===== src/rtl/dbic_consts.svh =====
/*
  constants for the dma bus interface control block: register pointers,
  reset values, opcodes, command codes and fifo sizes. assumes inclusion by bare name.
*/
`ifndef DBIC_CONSTS_SVH
`define DBIC_CONSTS_SVH
`define DBIC_GRP_W 3
`define DBIC_RST_BYTE 8'h00
`define DBIC_RST_WORD 16'h0000
`define DBIC_RST_MASK 8'h7F
`define DBIC_INTERRUPT_RETURN_OPCODE_B0 8'hED
`define DBIC_INTERRUPT_RETURN_OPCODE_B1 8'h4D
`define DBIC_RD_LAST 3'h6
`define DBIC_FIFO_W 8
`define DBIC_FIFO_D 32
`define DBIC_CMD_LOAD 8'hCF
`define DBIC_CMD_ENABLE 8'h87
`define DBIC_CMD_DISABLE 8'h83
`define DBIC_CMD_RDSEQ 8'hA7
`define DBIC_CMD_RDSTAT 8'hBF
`endif


===== src/rtl/dbic_pkg.sv =====
/*
  types for the dma bus interface control block.
  assumes dbic_consts.svh is on the include path.
*/
package dbic_pkg;
  typedef enum logic [1:0] {
    DBIC_MODE_BYTE = 2'b00,
    DBIC_MODE_BURST = 2'b01,
    DBIC_MODE_CONT = 2'b10
  } dbic_mode_t;
  typedef enum logic [2:0] {
    DBIC_IDLE = 3'b000,
    DBIC_REQ = 3'b001,
    DBIC_RD = 3'b010,
    DBIC_WR = 3'b011,
    DBIC_REL = 3'b100
  } dbic_state_t;
  typedef struct packed {
    logic [15:0] addr;
    logic addr_oe;
    logic memory_request_n;
    logic io_request_n;
    logic rd_n;
    logic wr_n;
    logic strobe_oe;
  } dbic_bus_t;
endpackage


===== src/rtl/dbic_fifo.sv =====
/*
  synchronous fifo with valid/ready on both sides.
  assumes one clock and a synchronous active-high reset.
*/
`timescale 1ns/10ps
module dbic_fifo #(
  parameter int WIDTH = 8,
  parameter int DEPTH = 32
) (
  // clock and reset
  input wire logic sys_clk,
  input wire logic srst,
  // fill side
  input wire logic in_valid,
  output logic in_ready,
  input wire logic [WIDTH-1:0] in_data,
  // drain side
  output logic out_valid,
  input wire logic out_ready,
  output logic [WIDTH-1:0] out_data
);
  localparam int AW = $clog2(DEPTH);
  logic [WIDTH-1:0] mem_q [DEPTH];
  logic [AW-1:0] wp_q;
  logic [AW-1:0] rp_q;
  logic [AW:0] cnt_q;
  logic push;
  logic pop;
  assign in_ready = (cnt_q != (AW+1)'(DEPTH));
  assign out_valid = (cnt_q != '0);
  assign out_data = mem_q[rp_q];
  assign push = in_valid && in_ready;
  assign pop = out_valid && out_ready;
  always_ff @(posedge sys_clk)
  begin
    if (push)
    begin
      mem_q[wp_q] <= in_data;
    end
  end
  always_ff @(posedge sys_clk)
  begin
    if (srst)
    begin
      wp_q <= '0;
      rp_q <= '0;
      cnt_q <= '0;
    end
    else
    begin
      if (push)
      begin
        wp_q <= (wp_q == AW'(DEPTH-1)) ? '0 : wp_q + 1'b1;
      end
      if (pop)
      begin
        rp_q <= (rp_q == AW'(DEPTH-1)) ? '0 : rp_q + 1'b1;
      end
      cnt_q <= cnt_q + (AW+1)'(push) - (AW+1)'(pop);
    end
  end
endmodule


===== src/rtl/dbic_top.sv =====
/*
  single-channel dma bus interface control: bus request chain, interrupt
  chain, slave register access, port a/b address generation, pipelined
  count and match. assumes pins synchronous to sys_clk and external
  pin resolution from the output enables.
*/
`timescale 1ns/10ps
`include "dbic_consts.svh"
// Operation
// [RULE_01] low bus_grant_in means the system buses are released to us
// [RULE_02] bus_grant_out low only when no higher-priority dma requested
// [RULE_03] open-drain bus request; withhold while another dma requests
// [RULE_04] external decode drives select low for our port writes
// [RULE_05] in wait mode, low select stretches our bus cycles
// [RULE_06] priority_chain_out high only if chain in high and not in service
// [RULE_07] open-drain interrupt; io_request with fetch strobe is acknowledge
// [RULE_08] pulses on interrupt output only while we are bus master
// [RULE_09] slave access needs io_request, select and read or store strobe
// [RULE_10] as master drive io_request or memory_request per data cycle
// [RULE_11] decode two-byte interrupt return to leave service state
// [RULE_12] read strobe is status read input, driven output as master
// [RULE_13] store strobe is command write input, driven output as master
// [RULE_14] ready sampled with programmable polarity governs bus request
// [RULE_15] port a and b addresses multiplexed, source on read, dest on write
// [RULE_16] writable register groups and seven readable status registers
// [RULE_17] base byte pointer bits steer following bytes to associated regs
// [RULE_18] status reads in fixed sequence skipping masked registers
// [RULE_19] current address counters reloadable from starting buffers
// [RULE_20] byte counter increments per cycle, compared with block length
// [RULE_21] match flagged for a byte during read of the following byte
// [RULE_22] bus held until the operation finishes, no pre-emption
// [RULE_23] byte mode releases per byte; burst stops, continuous pauses
// [RULE_24] software programs length n-1, at least two bytes
// [RULE_25] address and strobes released while not bus master
// [RULE_26] register accesses ignored while we own the buses
module dbic_top
  import dbic_pkg::*;
(
  // clock and reset
  input wire logic sys_clk,
  input wire logic srst,
  // bus chain
  input wire logic bus_grant_in_n,
  output logic bus_grant_out_n,
  input wire logic bus_request_line_in_n,
  output logic bus_request_line_out_n,
  output logic bus_request_line_oe,
  // interrupt chain
  input wire logic priority_chain_in,
  output logic priority_chain_out,
  output logic interrupt_out_n,
  output logic interrupt_oe,
  input wire logic instruction_fetch_strobe_n,
  // cpu strobes and select
  input wire logic select_or_stall_n,
  input wire logic io_request_in_n,
  input wire logic read_in_n,
  input wire logic store_in_n,
  input wire logic peripheral_ready,
  // data bus
  input wire logic [7:0] data_in,
  output logic [7:0] data_out,
  output logic data_oe,
  // master bus outputs
  output dbic_bus_t bus_out,
  // configuration and status pins
  input wire logic wait_enable,
  input wire logic ready_active_high,
  input dbic_mode_t mode,
  input wire logic search_only,
  input wire logic a_is_source,
  input wire logic a_is_io,
  input wire logic b_is_io,
  input wire logic [1:0] a_step,
  input wire logic [1:0] b_step,
  input wire logic int_on_end,
  input wire logic int_on_match,
  input wire logic pulse_enable,
  output logic in_service,
  output logic enabled,
  output logic end_of_block,
  output logic match_found
);
  // registers
  logic [7:0] grp_q [7];
  logic [15:0] a_start_q, b_start_q, a_cur_q, b_cur_q, len_q, cnt_q;
  logic [7:0] mask_q, match_q, rdmask_q, pulse_q;
  logic [5:0] ptr_q;
  logic [2:0] ptr_grp_q, rd_idx_q, grp_id;
  logic en_q, req_q, master_q, srv_q, ip_q, interrupt_return_opcode_q, eob_q, mat_q;
  logic acc_q, pulse_q_n, prev_valid_q, eob_was_q, mat_was_q;
  logic [7:0] prev_q;
  dbic_state_t st_q;
  logic [7:0] rd_data;
  logic cpu_acc, cpu_wr, cpu_rd, ack, rdy, stall, last;
  logic f_valid, f_ready, o_valid, o_ready;
  logic [7:0] o_data;

  // slave decode
  // [RULE_09] port select decode
  assign cpu_acc = !master_q && !io_request_in_n && !select_or_stall_n
    && instruction_fetch_strobe_n && (!read_in_n || !store_in_n);
  // [RULE_26] no access while master
  assign cpu_wr = cpu_acc && !store_in_n && !acc_q;
  assign cpu_rd = cpu_acc && !read_in_n && !acc_q;
  // [RULE_07] acknowledge decode
  assign ack = !io_request_in_n && !instruction_fetch_strobe_n;
  // [RULE_14] ready polarity
  assign rdy = (peripheral_ready == ready_active_high);
  // [RULE_05] wait stretch
  assign stall = master_q && wait_enable && !select_or_stall_n;
  // [RULE_20] terminal count compare
  assign last = (cnt_q == len_q);
  // [RULE_17] commands ending in 3'h7 in group six; disable 8'h83 in group three
  assign grp_id = (data_in[2:0] == 3'h7) ? 3'h6 : data_in[2:0];

  always_ff @(posedge sys_clk)
  begin
    if (srst)
    begin
      acc_q <= 1'b0;
    end
    else
    begin
      acc_q <= cpu_acc;
    end
  end

  // register writes
  // [RULE_16] group storage
  // [RULE_17] pointer steering
  always_ff @(posedge sys_clk)
  begin
    if (srst)
    begin
      for (int i = 0; i < 7; i++)
      begin
        grp_q[i] <= `DBIC_RST_BYTE;
      end
      ptr_q <= '0;
      ptr_grp_q <= '0;
      a_start_q <= `DBIC_RST_WORD;
      b_start_q <= `DBIC_RST_WORD;
      len_q <= `DBIC_RST_WORD;
      mask_q <= `DBIC_RST_BYTE;
      match_q <= `DBIC_RST_BYTE;
      rdmask_q <= `DBIC_RST_MASK;
    end
    else if (cpu_wr)
    begin
      if (ptr_q != '0)
      begin
        ptr_q <= ptr_q & (ptr_q - 6'h01);
        unique case (ptr_grp_q)
          3'h0:
          begin
            if (ptr_q[0]) a_start_q[7:0] <= data_in;
            else if (ptr_q[1]) a_start_q[15:8] <= data_in;
            else if (ptr_q[2]) len_q[7:0] <= data_in;
            else len_q[15:8] <= data_in;
          end
          3'h3:
          begin
            if (ptr_q[0]) mask_q <= data_in;
            else match_q <= data_in;
          end
          3'h4:
          begin
            if (ptr_q[0]) b_start_q[7:0] <= data_in;
            else b_start_q[15:8] <= data_in;
          end
          3'h6: rdmask_q <= data_in;
          default: ;
        endcase
      end
      else
      begin
        ptr_grp_q <= grp_id;
        grp_q[grp_id] <= data_in;
        unique case (grp_id)
          3'h0: ptr_q <= {2'b00, data_in[6:3]};
          3'h3: ptr_q <= {4'h0, data_in[4:3]};
          3'h4: ptr_q <= {4'h0, data_in[4:3]};
          3'h6: ptr_q <= {5'h00, data_in == `DBIC_CMD_RDSEQ};
          default: ptr_q <= '0;
        endcase
      end
    end
  end

  // enable, read sequence
  // [RULE_18] masked read sequence
  always_ff @(posedge sys_clk)
  begin
    if (srst)
    begin
      en_q <= 1'b0;
      rd_idx_q <= '0;
      pulse_q <= `DBIC_RST_BYTE;
    end
    else if (cpu_wr)
    begin
      en_q <= (ptr_q == '0) && (data_in == `DBIC_CMD_ENABLE);
      if (ptr_q == '0 && (data_in == `DBIC_CMD_RDSTAT || data_in == `DBIC_CMD_RDSEQ))
      begin
        rd_idx_q <= '0;
      end
    end
    else if (cpu_rd)
    begin
      rd_idx_q <= (rd_idx_q == `DBIC_RD_LAST) ? '0 : rd_idx_q + 3'h1;
    end
    else if (!rdmask_q[rd_idx_q])
    begin
      rd_idx_q <= (rd_idx_q == `DBIC_RD_LAST) ? '0 : rd_idx_q + 3'h1;
    end
    else if (st_q == DBIC_REL && eob_q)
    begin
      en_q <= 1'b0;
    end
  end

  always_comb
  begin
    unique case (rd_idx_q)
      3'h0: rd_data = {2'b00, eob_q, mat_q, ip_q, 1'b0, rdy, master_q};
      3'h1: rd_data = cnt_q[7:0];
      3'h2: rd_data = cnt_q[15:8];
      3'h3: rd_data = a_cur_q[7:0];
      3'h4: rd_data = a_cur_q[15:8];
      3'h5: rd_data = b_cur_q[7:0];
      3'h6: rd_data = b_cur_q[15:8];
      default: rd_data = `DBIC_RST_BYTE;
    endcase
  end

  // bus master sequence
  // [RULE_22] hold until finished
  // [RULE_23] mode release policy
  always_ff @(posedge sys_clk)
  begin
    if (srst)
    begin
      st_q <= DBIC_IDLE;
      req_q <= 1'b0;
      master_q <= 1'b0;
    end
    else
    begin
      unique case (st_q)
        DBIC_IDLE:
        begin
          // [RULE_03] withhold while another requests
          if (en_q && rdy && !eob_q && bus_request_line_in_n && !acc_q)
          begin
            req_q <= 1'b1;
            st_q <= DBIC_REQ;
          end
        end
        DBIC_REQ:
        begin
          // [RULE_01] grant taken
          if (!bus_grant_in_n)
          begin
            master_q <= 1'b1;
            st_q <= DBIC_RD;
          end
        end
        DBIC_RD:
        begin
          if (!stall && f_ready && rdy)
          begin
            st_q <= search_only ? DBIC_REL : DBIC_WR;
          end
          else if (!rdy && mode == DBIC_MODE_BURST)
          begin
            st_q <= DBIC_REL;
          end
        end
        DBIC_WR:
        begin
          if (!stall && o_valid)
          begin
            st_q <= DBIC_REL;
          end
        end
        DBIC_REL:
        begin
          if (eob_q || mode == DBIC_MODE_BYTE || (!rdy && mode == DBIC_MODE_BURST))
          begin
            req_q <= 1'b0;
            master_q <= 1'b0;
            st_q <= DBIC_IDLE;
          end
          else
          begin
            st_q <= DBIC_RD;
          end
        end
        default: st_q <= DBIC_IDLE;
      endcase
    end
  end

  // data path fifo
  assign f_valid = master_q && st_q == DBIC_RD && !stall && rdy && !search_only;
  assign o_ready = master_q && st_q == DBIC_WR && !stall;
  dbic_fifo #(.WIDTH(`DBIC_FIFO_W), .DEPTH(`DBIC_FIFO_D)) u_fifo (
    .sys_clk(sys_clk),
    .srst(srst),
    .in_valid(f_valid),
    .in_ready(f_ready),
    .in_data(data_in),
    .out_valid(o_valid),
    .out_ready(o_ready),
    .out_data(o_data)
  );

  // counters and match
  // [RULE_19] reload from buffers
  // [RULE_20] count per byte
  // [RULE_21] delayed match
  always_ff @(posedge sys_clk)
  begin
    if (srst)
    begin
      a_cur_q <= `DBIC_RST_WORD;
      b_cur_q <= `DBIC_RST_WORD;
      cnt_q <= `DBIC_RST_WORD;
      eob_q <= 1'b0;
      mat_q <= 1'b0;
      prev_q <= `DBIC_RST_BYTE;
      prev_valid_q <= 1'b0;
      pulse_q_n <= 1'b1;
    end
    else if (cpu_wr && ptr_q == '0 && data_in == `DBIC_CMD_LOAD)
    begin
      a_cur_q <= a_start_q;
      b_cur_q <= b_start_q;
      cnt_q <= `DBIC_RST_WORD;
      eob_q <= 1'b0;
      mat_q <= 1'b0;
      prev_valid_q <= 1'b0;
    end
    else if (st_q == DBIC_RD && !stall && f_ready && rdy)
    begin
      if (a_is_source)
        a_cur_q <= a_cur_q + {{14{a_step[1]}}, a_step[1] | a_step[0], 1'b0} - 16'h0001;
      else
        b_cur_q <= b_cur_q + {{14{b_step[1]}}, b_step[1] | b_step[0], 1'b0} - 16'h0001;
      prev_q <= data_in;
      prev_valid_q <= 1'b1;
      if (prev_valid_q && ((prev_q ^ match_q) & ~mask_q) == 8'h00)
      begin
        mat_q <= 1'b1;
      end
      cnt_q <= cnt_q + 16'h0001;
      eob_q <= last;
      // [RULE_08] pulse every 256 bytes
      pulse_q_n <= !(pulse_enable && cnt_q[7:0] == pulse_q);
    end
    else
    begin
      pulse_q_n <= 1'b1;
      if (st_q == DBIC_WR && o_ready && o_valid)
      begin
        if (a_is_source)
          b_cur_q <= b_cur_q + {{14{b_step[1]}}, b_step[1] | b_step[0], 1'b0} - 16'h0001;
        else
          a_cur_q <= a_cur_q + {{14{a_step[1]}}, a_step[1] | a_step[0], 1'b0} - 16'h0001;
      end
    end
  end

  // interrupt service
  // [RULE_11] return opcode decode
  always_ff @(posedge sys_clk)
  begin
    if (srst)
    begin
      ip_q <= 1'b0;
      srv_q <= 1'b0;
      interrupt_return_opcode_q <= 1'b0;
      eob_was_q <= 1'b0;
      mat_was_q <= 1'b0;
    end
    else
    begin
      eob_was_q <= eob_q;
      mat_was_q <= mat_q;
      if ((eob_q && !eob_was_q && int_on_end) || (mat_q && !mat_was_q && int_on_match))
        ip_q <= 1'b1;
      else if (ack && priority_chain_in)
        ip_q <= 1'b0;
      if (ack && ip_q && priority_chain_in)
        srv_q <= 1'b1;
      else if (interrupt_return_opcode_q && !instruction_fetch_strobe_n && data_in == `DBIC_INTERRUPT_RETURN_OPCODE_B1)
        srv_q <= 1'b0;
      if (!instruction_fetch_strobe_n && io_request_in_n)
        interrupt_return_opcode_q <= (data_in == `DBIC_INTERRUPT_RETURN_OPCODE_B0);
    end
  end

  // pin outputs
  // [RULE_02] grant chain
  assign bus_grant_out_n = bus_grant_in_n || req_q;
  assign bus_request_line_out_n = 1'b0;
  assign bus_request_line_oe = req_q;
  // [RULE_06] interrupt priority chain
  assign priority_chain_out = priority_chain_in && !srv_q;
  // [RULE_08] pulse only as master
  assign interrupt_out_n = 1'b0;
  assign interrupt_oe = master_q ? !pulse_q_n : (ip_q && priority_chain_in);
  assign data_out = master_q ? o_data : rd_data;
  assign data_oe = cpu_rd || (master_q && st_q == DBIC_WR);
  // [RULE_10] request strobes
  // [RULE_12] read strobe output
  // [RULE_13] store strobe output
  // [RULE_15] address multiplex
  // [RULE_25] release when not master
  always_comb
  begin
    bus_out.addr = (st_q == DBIC_WR) == a_is_source ? b_cur_q : a_cur_q;
    bus_out.addr_oe = master_q;
    bus_out.strobe_oe = master_q;
    bus_out.io_request_n = !(master_q && (((st_q == DBIC_WR) == a_is_source) ? b_is_io : a_is_io)
      && (st_q == DBIC_RD || st_q == DBIC_WR));
    bus_out.memory_request_n = !(master_q && bus_out.io_request_n && (st_q == DBIC_RD || st_q == DBIC_WR));
    bus_out.rd_n = !(master_q && st_q == DBIC_RD);
    bus_out.wr_n = !(master_q && st_q == DBIC_WR);
  end
  assign in_service = srv_q;
  assign enabled = en_q;
  assign end_of_block = eob_q;
  assign match_found = mat_q;
endmodule


===== config.mk =====
export PLATFORM = sky130hd
export DESIGN_NAME = dbic_top
export DESIGN_NICKNAME = d
export VERILOG_FILES = /design/src/rtl/dbic_pkg.sv /design/src/rtl/dbic_fifo.sv /design/src/rtl/dbic_top.sv
export VERILOG_INCLUDE_DIRS = /design/src /design/src/rtl
export SDC_FILE = /design/constraint.sdc
export NUM_CORES = 1
export LEC_CHECK = 0
export BUFFER_PORTS_ARGS = -buffer_cell sky130_fd_sc_hd__buf_2
export CAP_MARGIN = 20
export CORE_AREA = 2 2 198 200
export DETAILED_ROUTE_END_ITERATION = 10
export DIE_AREA = 0 0 200 202
export PLACE_DENSITY = 0.74
export SETUP_SLACK_MARGIN = 0.15
export SYNTH_ARGS = -nofsm -noshare
export SYNTH_HDL_FRONTEND = slang
export SYNTH_HIERARCHICAL = 1
export SYNTH_SLANG_ARGS = --single-unit

===== constraint.sdc =====
create_clock -name sys_clk -period 2.6 [get_ports sys_clk]
set_clock_uncertainty 0.05 [all_clocks]
set_input_delay 0.13 -clock sys_clk [delete_from_list [all_inputs] [get_ports sys_clk]]
set_output_delay 0.13 -clock sys_clk [all_outputs]
set_load 0.005 [all_outputs]

Word-level counts from Yosys, hierarchy flattened:

Memories as Yosys holds them, arrays and structs flattened. A register that Yosys moved wholly into a read port is not among the register bits.
Index checks and enable logic that the tools add are counted.
W data, S select, Z words.

* flip-flop bits (word level): 172
* bits in latches: 0
* RAM bits: 256
* ROM bits: 0
* input port bits: 34
* output and inout port bits: 41
* logic and storage cells: 273
* memories: 1

Memory list
* u_fifo.mem_q: depth 32, bits a word 8, rd ports 1, clocked after memory_dff 1, write ports 1, RTL line dbic_fifo.sv:23 `logic [WIDTH-1:0] mem_q [DEPTH];`

* add/sub/neg operators: 11
* multipliers: 0
* div/mod/pow operators: 0
* magnitude comparators: 1
* equality and inequality tests: 41
* shift-type cells: 0
* mux-type cells: 53
* bitwise logic cells: 11
* reductions and logical operators: 122

Operator list (count)
* $mux W16: 11
* $pmux W8 S7: 1
* $logic_and A1 B1 Y1: 55
* $eq A8 B8 Y1 const B: 5
* $mux W3: 12
* $add A16 B16 Y16: 2
* $sub A16 B1 Y16 const B: 2
* $eq A3 B3 Y1 const B: 9
* $reduce_and A4 Y1: 6
* $logic_not A1 Y1: 20
* $mux W5: 4
* $eq A3 B2 Y1 const B: 6
* $reduce_and A3 Y1: 6
* $mux W1: 17
* $add A16 B1 Y16 const B: 1
* $eq A16 B16 Y1: 1
* $logic_not A8 Y1: 2
* $pmux W3 S5: 1
* $logic_not A3 Y1: 4
* $ne A3 B3 Y1 const B: 4
* $pmux W4 S3: 1
* $reduce_and A6 Y1: 2
* $reduce_bool A2 Y1: 6
* $reduce_bool A6 Y1: 2
* other kinds (33): 59

Logic depth before layout (Yosys ltp):

* depth after elaboration: 11
* mapped depth: 15
* depth with buffers taken out: 13

Cells and area by module:

Netlist, hierarchy kept.

By module, submodules not included
* dbic_fifo: instances 1, cells each 623, area an instance 11084.4 µm², sequential area each 8107.8 µm²
* dbic_top: instances 1, cells each 1203, area an instance 9681.8 µm², sequential area each 3123.0 µm²

Least setup slack after synthesis:

OpenSTA, ideal clock, no wires.

* kind: reg-to-reg
* from: reg st_q[0]
* to: reg u_fifo.cnt_q[4]
* library setup time: 0.128 ns
* arrival time: 2.684 ns
* data required time: 2.422 ns
* slack: -0.262 ns
* stages on the path, launching flop included: 16
* path buffers: 2
* clock period less this slack: 2.862 ns
* cells stage by stage: dfxtp_1 > clkbuf_1 > nor3b_1 > nand2_1 > nor3_1 > and2_1 > buf_2 > inv_2 > ha_1 > inv_1 > ha_1 > fa_1 > a21oi_1 > o21bai_1 > xnor2_1 > nor2_1

* longest elaborated chain between the ends: 8
* elaborated cells on any way between the ends: 12
* classes of those cells: add/sub (2); eq/ne (2); reduce/logical (8)

RTL lines
* from (decl): RTL line dbic_top.sv:93 `dbic_state_t st_q;`
* from (signal assigned): RTL line dbic_top.sv:273 `st_q <= search_only ? DBIC_REL : DBIC_WR;`
* $eq A3 B2 Y1: RTL line dbic_top.sv:306 `assign f_valid = master_q && st_q == DBIC_RD && !stall && rdy && !search_only;`
* $logic_and A1 B1 Y1 (4 in series): RTL line dbic_top.sv:306
* net f_valid: RTL line dbic_top.sv:96 `logic f_valid, f_ready, o_valid, o_ready;`
* $logic_and A1 B1 Y1: RTL line dbic_fifo.sv:32 `assign push = in_valid && in_ready;`
* $add A6 B1 Y6: RTL line dbic_fifo.sv:59 `cnt_q <= cnt_q + (AW+1)'(push) - (AW+1)'(pop);`
* $sub A6 B1 Y6: RTL line dbic_fifo.sv:59
* to (signal assigned): RTL line dbic_fifo.sv:59
* to (decl): RTL line dbic_fifo.sv:26 `logic [AW:0] cnt_q;`

The timed path passes the listed nets, and every way through them passes these cells.
A chain may end at the register's enable or synchronous reset.

==> flow_summary_export.csv <==
group,metric,value,unit
worst_setup_path,crit_top_cell,"a22o_1",
worst_setup_path,end_kind,"output port",
run,cap_violations,0,
logic_synthesis,synth_seq_cells,433,
power,power.leakage,9.96,nW
floorplanning,die_w,200,um
worst_setup_path,crit_chain,"buf_6 > mux4_2 > a22o_1 > a221oi_2 > nand3_1 > a22o_1 > buf_2",
cells_and_area,drive_gt1_share,34.0,%
sta,fin_ws,-360,ps
routing,wl_per_cell,22.9,um
sta,max_freq,0.338,GHz
logic_synthesis,syn_inst,1826,
routing,post-route-drc-count,0,
floorplanning,start_util,54.2,%
sta,setup_violations,21,
clocking,cts_buffers,45,
worst_setup_path,crit_arrival,2780,ps
routing,ant_nets,0,
logic_synthesis,synth_top_area_share,37.0,%
floorplanning,rows,72,
logic_synthesis,postSynthAreaPerCell,11.4,um2
logic_synthesis,yosysSeqAreaShare,54.1,%
hold_path,hold_end,"enabled$_SDFFE_PP0P_",
place,hpwl,35800,um
sta,max_slew_margin,52.6,%
cells_and_area,layout.cells.non_filler,2661,
clocking,htree_levels,2,
clocking,cts_buffer_depth,3,
power,total_power,16.3,mW
clocking,cts_tree,"yes",
worst_setup_path,path_class,"reg2out",
worst_setup_path,slowest_stage,"mux4_2",
hold_path,min_from,"data_in[4]",
hold_path,whs_path_depth,4,
logic_synthesis,synthTopCellsByArea,"edfxtp_1 (37%), dfxtp_1 (17%), mux2i_1 (6.4%)",
cells_and_area,finalInstanceArea,0.0269,mm2
power,peakVddDrop,0.619,mV
worst_setup_path,r2r_start,"master_q$_SDFFE_PP0P_",
worst_setup_path,cp-start-kind,"register",
cells_and_area,seqCellArea,0.0113,mm2
logic_synthesis,synth_cell_types,85,
worst_setup_path,rrSetupSlack,-40,ps
cells_and_area,nFillCells,2419,
floorplanning,core,0.0383,mm2
worst_setup_path,crit_path_max_fanout,5,
sta,hold_viol,0,
logic_synthesis,synth_edf_count,256,
hold_path,hold_class,"in2reg",
clocking,clkTransAtPathRegs,60,ps
place,post-place-cells,2487,
global_routing,grt_pass1_vias,15500,
place,io_buffers,72,
worst_setup_path,r2r_end,"prev_q[3]$_SDFFE_PP0P_",
sta,worst_pin_slew,710,ps
logic_synthesis,yosysTopAreaCell,"edfxtp_1",
clocking,clkSinkCount,433,
sta,rsz0062_at_grt,"true",
cells_and_area,multiInputGateArea,0.0100,mm2
clocking,clkLatencyLatePin,550,ps
cells_and_area,most-common-layout-cells,"edfxtp_1 (256), buf_4 (191), dfxtp_1 (157)",
global_routing,antenna_found_initial,2,
run_status,outcome,"finished with violations",
cells_and_area,area_growth,29.4,%
global_routing,track_usage,28.1,%
routing,dr.pass1.iters,6,
power,powerDensity,605,mW/mm2
run_status,violations,"negative setup slack",
routing,via_count,16300,
logic_synthesis,synthFlopType,"edfxtp_1",
worst_setup_path,reg2reg_depth,9,
place,dpl-instance-area,0.0230,mm2
floorplanning,dieArea,0.0404,mm2
worst_setup_path,worstPathRequired,2420,ps
sta,period_share,114,%
sta,maxSlewViolCount,0,
global_routing,gr-total-overflow,0,
routing,wl,60800,um
floorplanning,io_pins,75,
sta,fin_crit,2960,ps
global_routing,grt_pass1_wl,86600,um
worst_setup_path,max_stage_delay,530,ps
logic_synthesis,synthesis.area,0.0208,mm2
clocking,root_buffer,"clkbuf_16",
cells_and_area,final_common_cell,"edfxtp_1",
global_routing,grt_max_degree,89,
floorplanning,die_y,202,um
logic_synthesis,async_flop_share,0,%
logic_synthesis,yosysWarnings,6,
place,globalplace.congestion,0.929,
routing,dr.first_iter.drc_count,1868,
cells_and_area,layout.nets,2217,
routing,via_per_inst,6.13,
-- what timing repair did --
item,4_1_cts,5_1_grt
pin swaps,87,106
hold endpoints to repair,9,0
setup buffers,28,33
gates resized for setup,168,184
gates cloned,10,4
hold buffers,14,0
endpoints found under the setup margin,99,117
-- cell type report --
| class | count | area share (%) |
|---|---|---|
| well taps | 518 | 2.41 |
| flip-flops and latches | 433 | 41.9 |
| inverters | 110 | 1.58 |
| multi-input cells | 1177 | 37.2 |
| clock buffers | 59 | 4.62 |
| diodes | 2 | 0.0186 |
| clock inverters | 24 | 0.932 |
| repair buffers | 338 | 11.3 |
-- worst max-delay path by stage --
stage                                 endpoint  slack, ps  depth (start not counted)
global placement      b_cur_q[15]$_SDFFE_PP0P_       -110                         13
floorplan           u_fifo/cnt_q[4]$_SDFF_PP0_         20                         15
CTS                                data_out[6]       -330                          7
detailed placement    b_cur_q[15]$_SDFFE_PP0P_       -240                         15
global route                       data_out[7]       -420                          7
finish                             data_out[0]       -360                          7
-- synth_stat cells (7+ instances only) --
cell type and number:
nor3_1 20, nand3b_1 12, o21ai_0 49, a22oi_1 39, or3_1 7, nor2_1 175
mux2i_1 133, ha_1 75, edfxtp_1 256, a31oi_1 9, a21o_1 11, nor2b_1 13
mux2_2 9, nor4_1 10, nand2_1 155, inv_1 107, xnor2_1 39, nand3_1 63
mux4_2 20, nand2b_1 9, clkbuf_1 66, a21oi_1 94, dfxtp_1 177, and3_1 9
a221oi_1 8, a22o_1 16, nand4_1 13, buf_2 22, a211oi_2 20, a211oi_1 9
xor2_1 35, mux4_1 14
-- flip-flops by register name (all words and copies together), names as in the netlist, 5 cells and up, named ones only --
signal,cells
match_q,8
b_cur_q,16
cnt_q,16
b_start_q,16
len_q,16
u_fifo/rp_q,5
u_fifo/cnt_q,6
u_fifo/wp_q,5
a_start_q,16
rdmask_q,8
u_fifo/mem_q,256
mask_q,8
a_cur_q,16
ptr_q,6
prev_q,8
-- stage by stage --
stage                     TNS, ps  hold WS [ps]  setup WS (ps)  utilization [%]
final                       -2770          46.3           -360             70.2
after global routing        -4730          62.4           -421             70.2
after CTS                   -2440          2.09           -333             67.2
after detailed placement     -769           400           -241             60.0
after global placement       -257           384           -108             60.0
after floorplan                 0           179           22.1                -
-- cells by family after synthesis --
| group | Yosys count | synth area share (%) |
|---|---|---|
| AO/OA/AOI/OAI | 311 | 10.3 |
| adder cells (fa/ha/maj) | 78 | 4.81 |
| AND/OR/NAND/NOR | 536 | 12.4 |
| multiplexers | 176 | 10.8 |
| flip-flops | 433 | 54.1 |
| XOR/XNOR | 74 | 3.12 |
| buffers and inverters | 217 | 4.46 |
| other | 1 | 0.0181 |
-- report_power, final --
part	internal (mW)	switching (mW)	leakage [nW]
Clock	3.70	2.71	0.735
Combinational	1.12	1.32	5.49
Sequential	7.33	0.0792	3.74
-- worst max-delay path: cells and delay by family (launching register included) --
family | cells | cell delay (ps)
compound gates | 3 | 800
simple gates | 1 | 190
flops | 1 | 420
buf+inv | 2 | 300
mux | 1 | 530
-- per-layer routing --
layer / vias to the layer above / wire, um / global-route usage, % / part of all wire (%)
li1: 7204 / - / - / -
met1: 7961 / 23400 / 38.2 / 38
met2: 945 / 29200 / 45.0 / 48
met3: 198 / 5770 / 4.64 / 9.5
met4: 0 / 2420 / 11.1 / 4.0
met5: - / 0 / 0 / 0
Power figures use the tool's default switching activity.
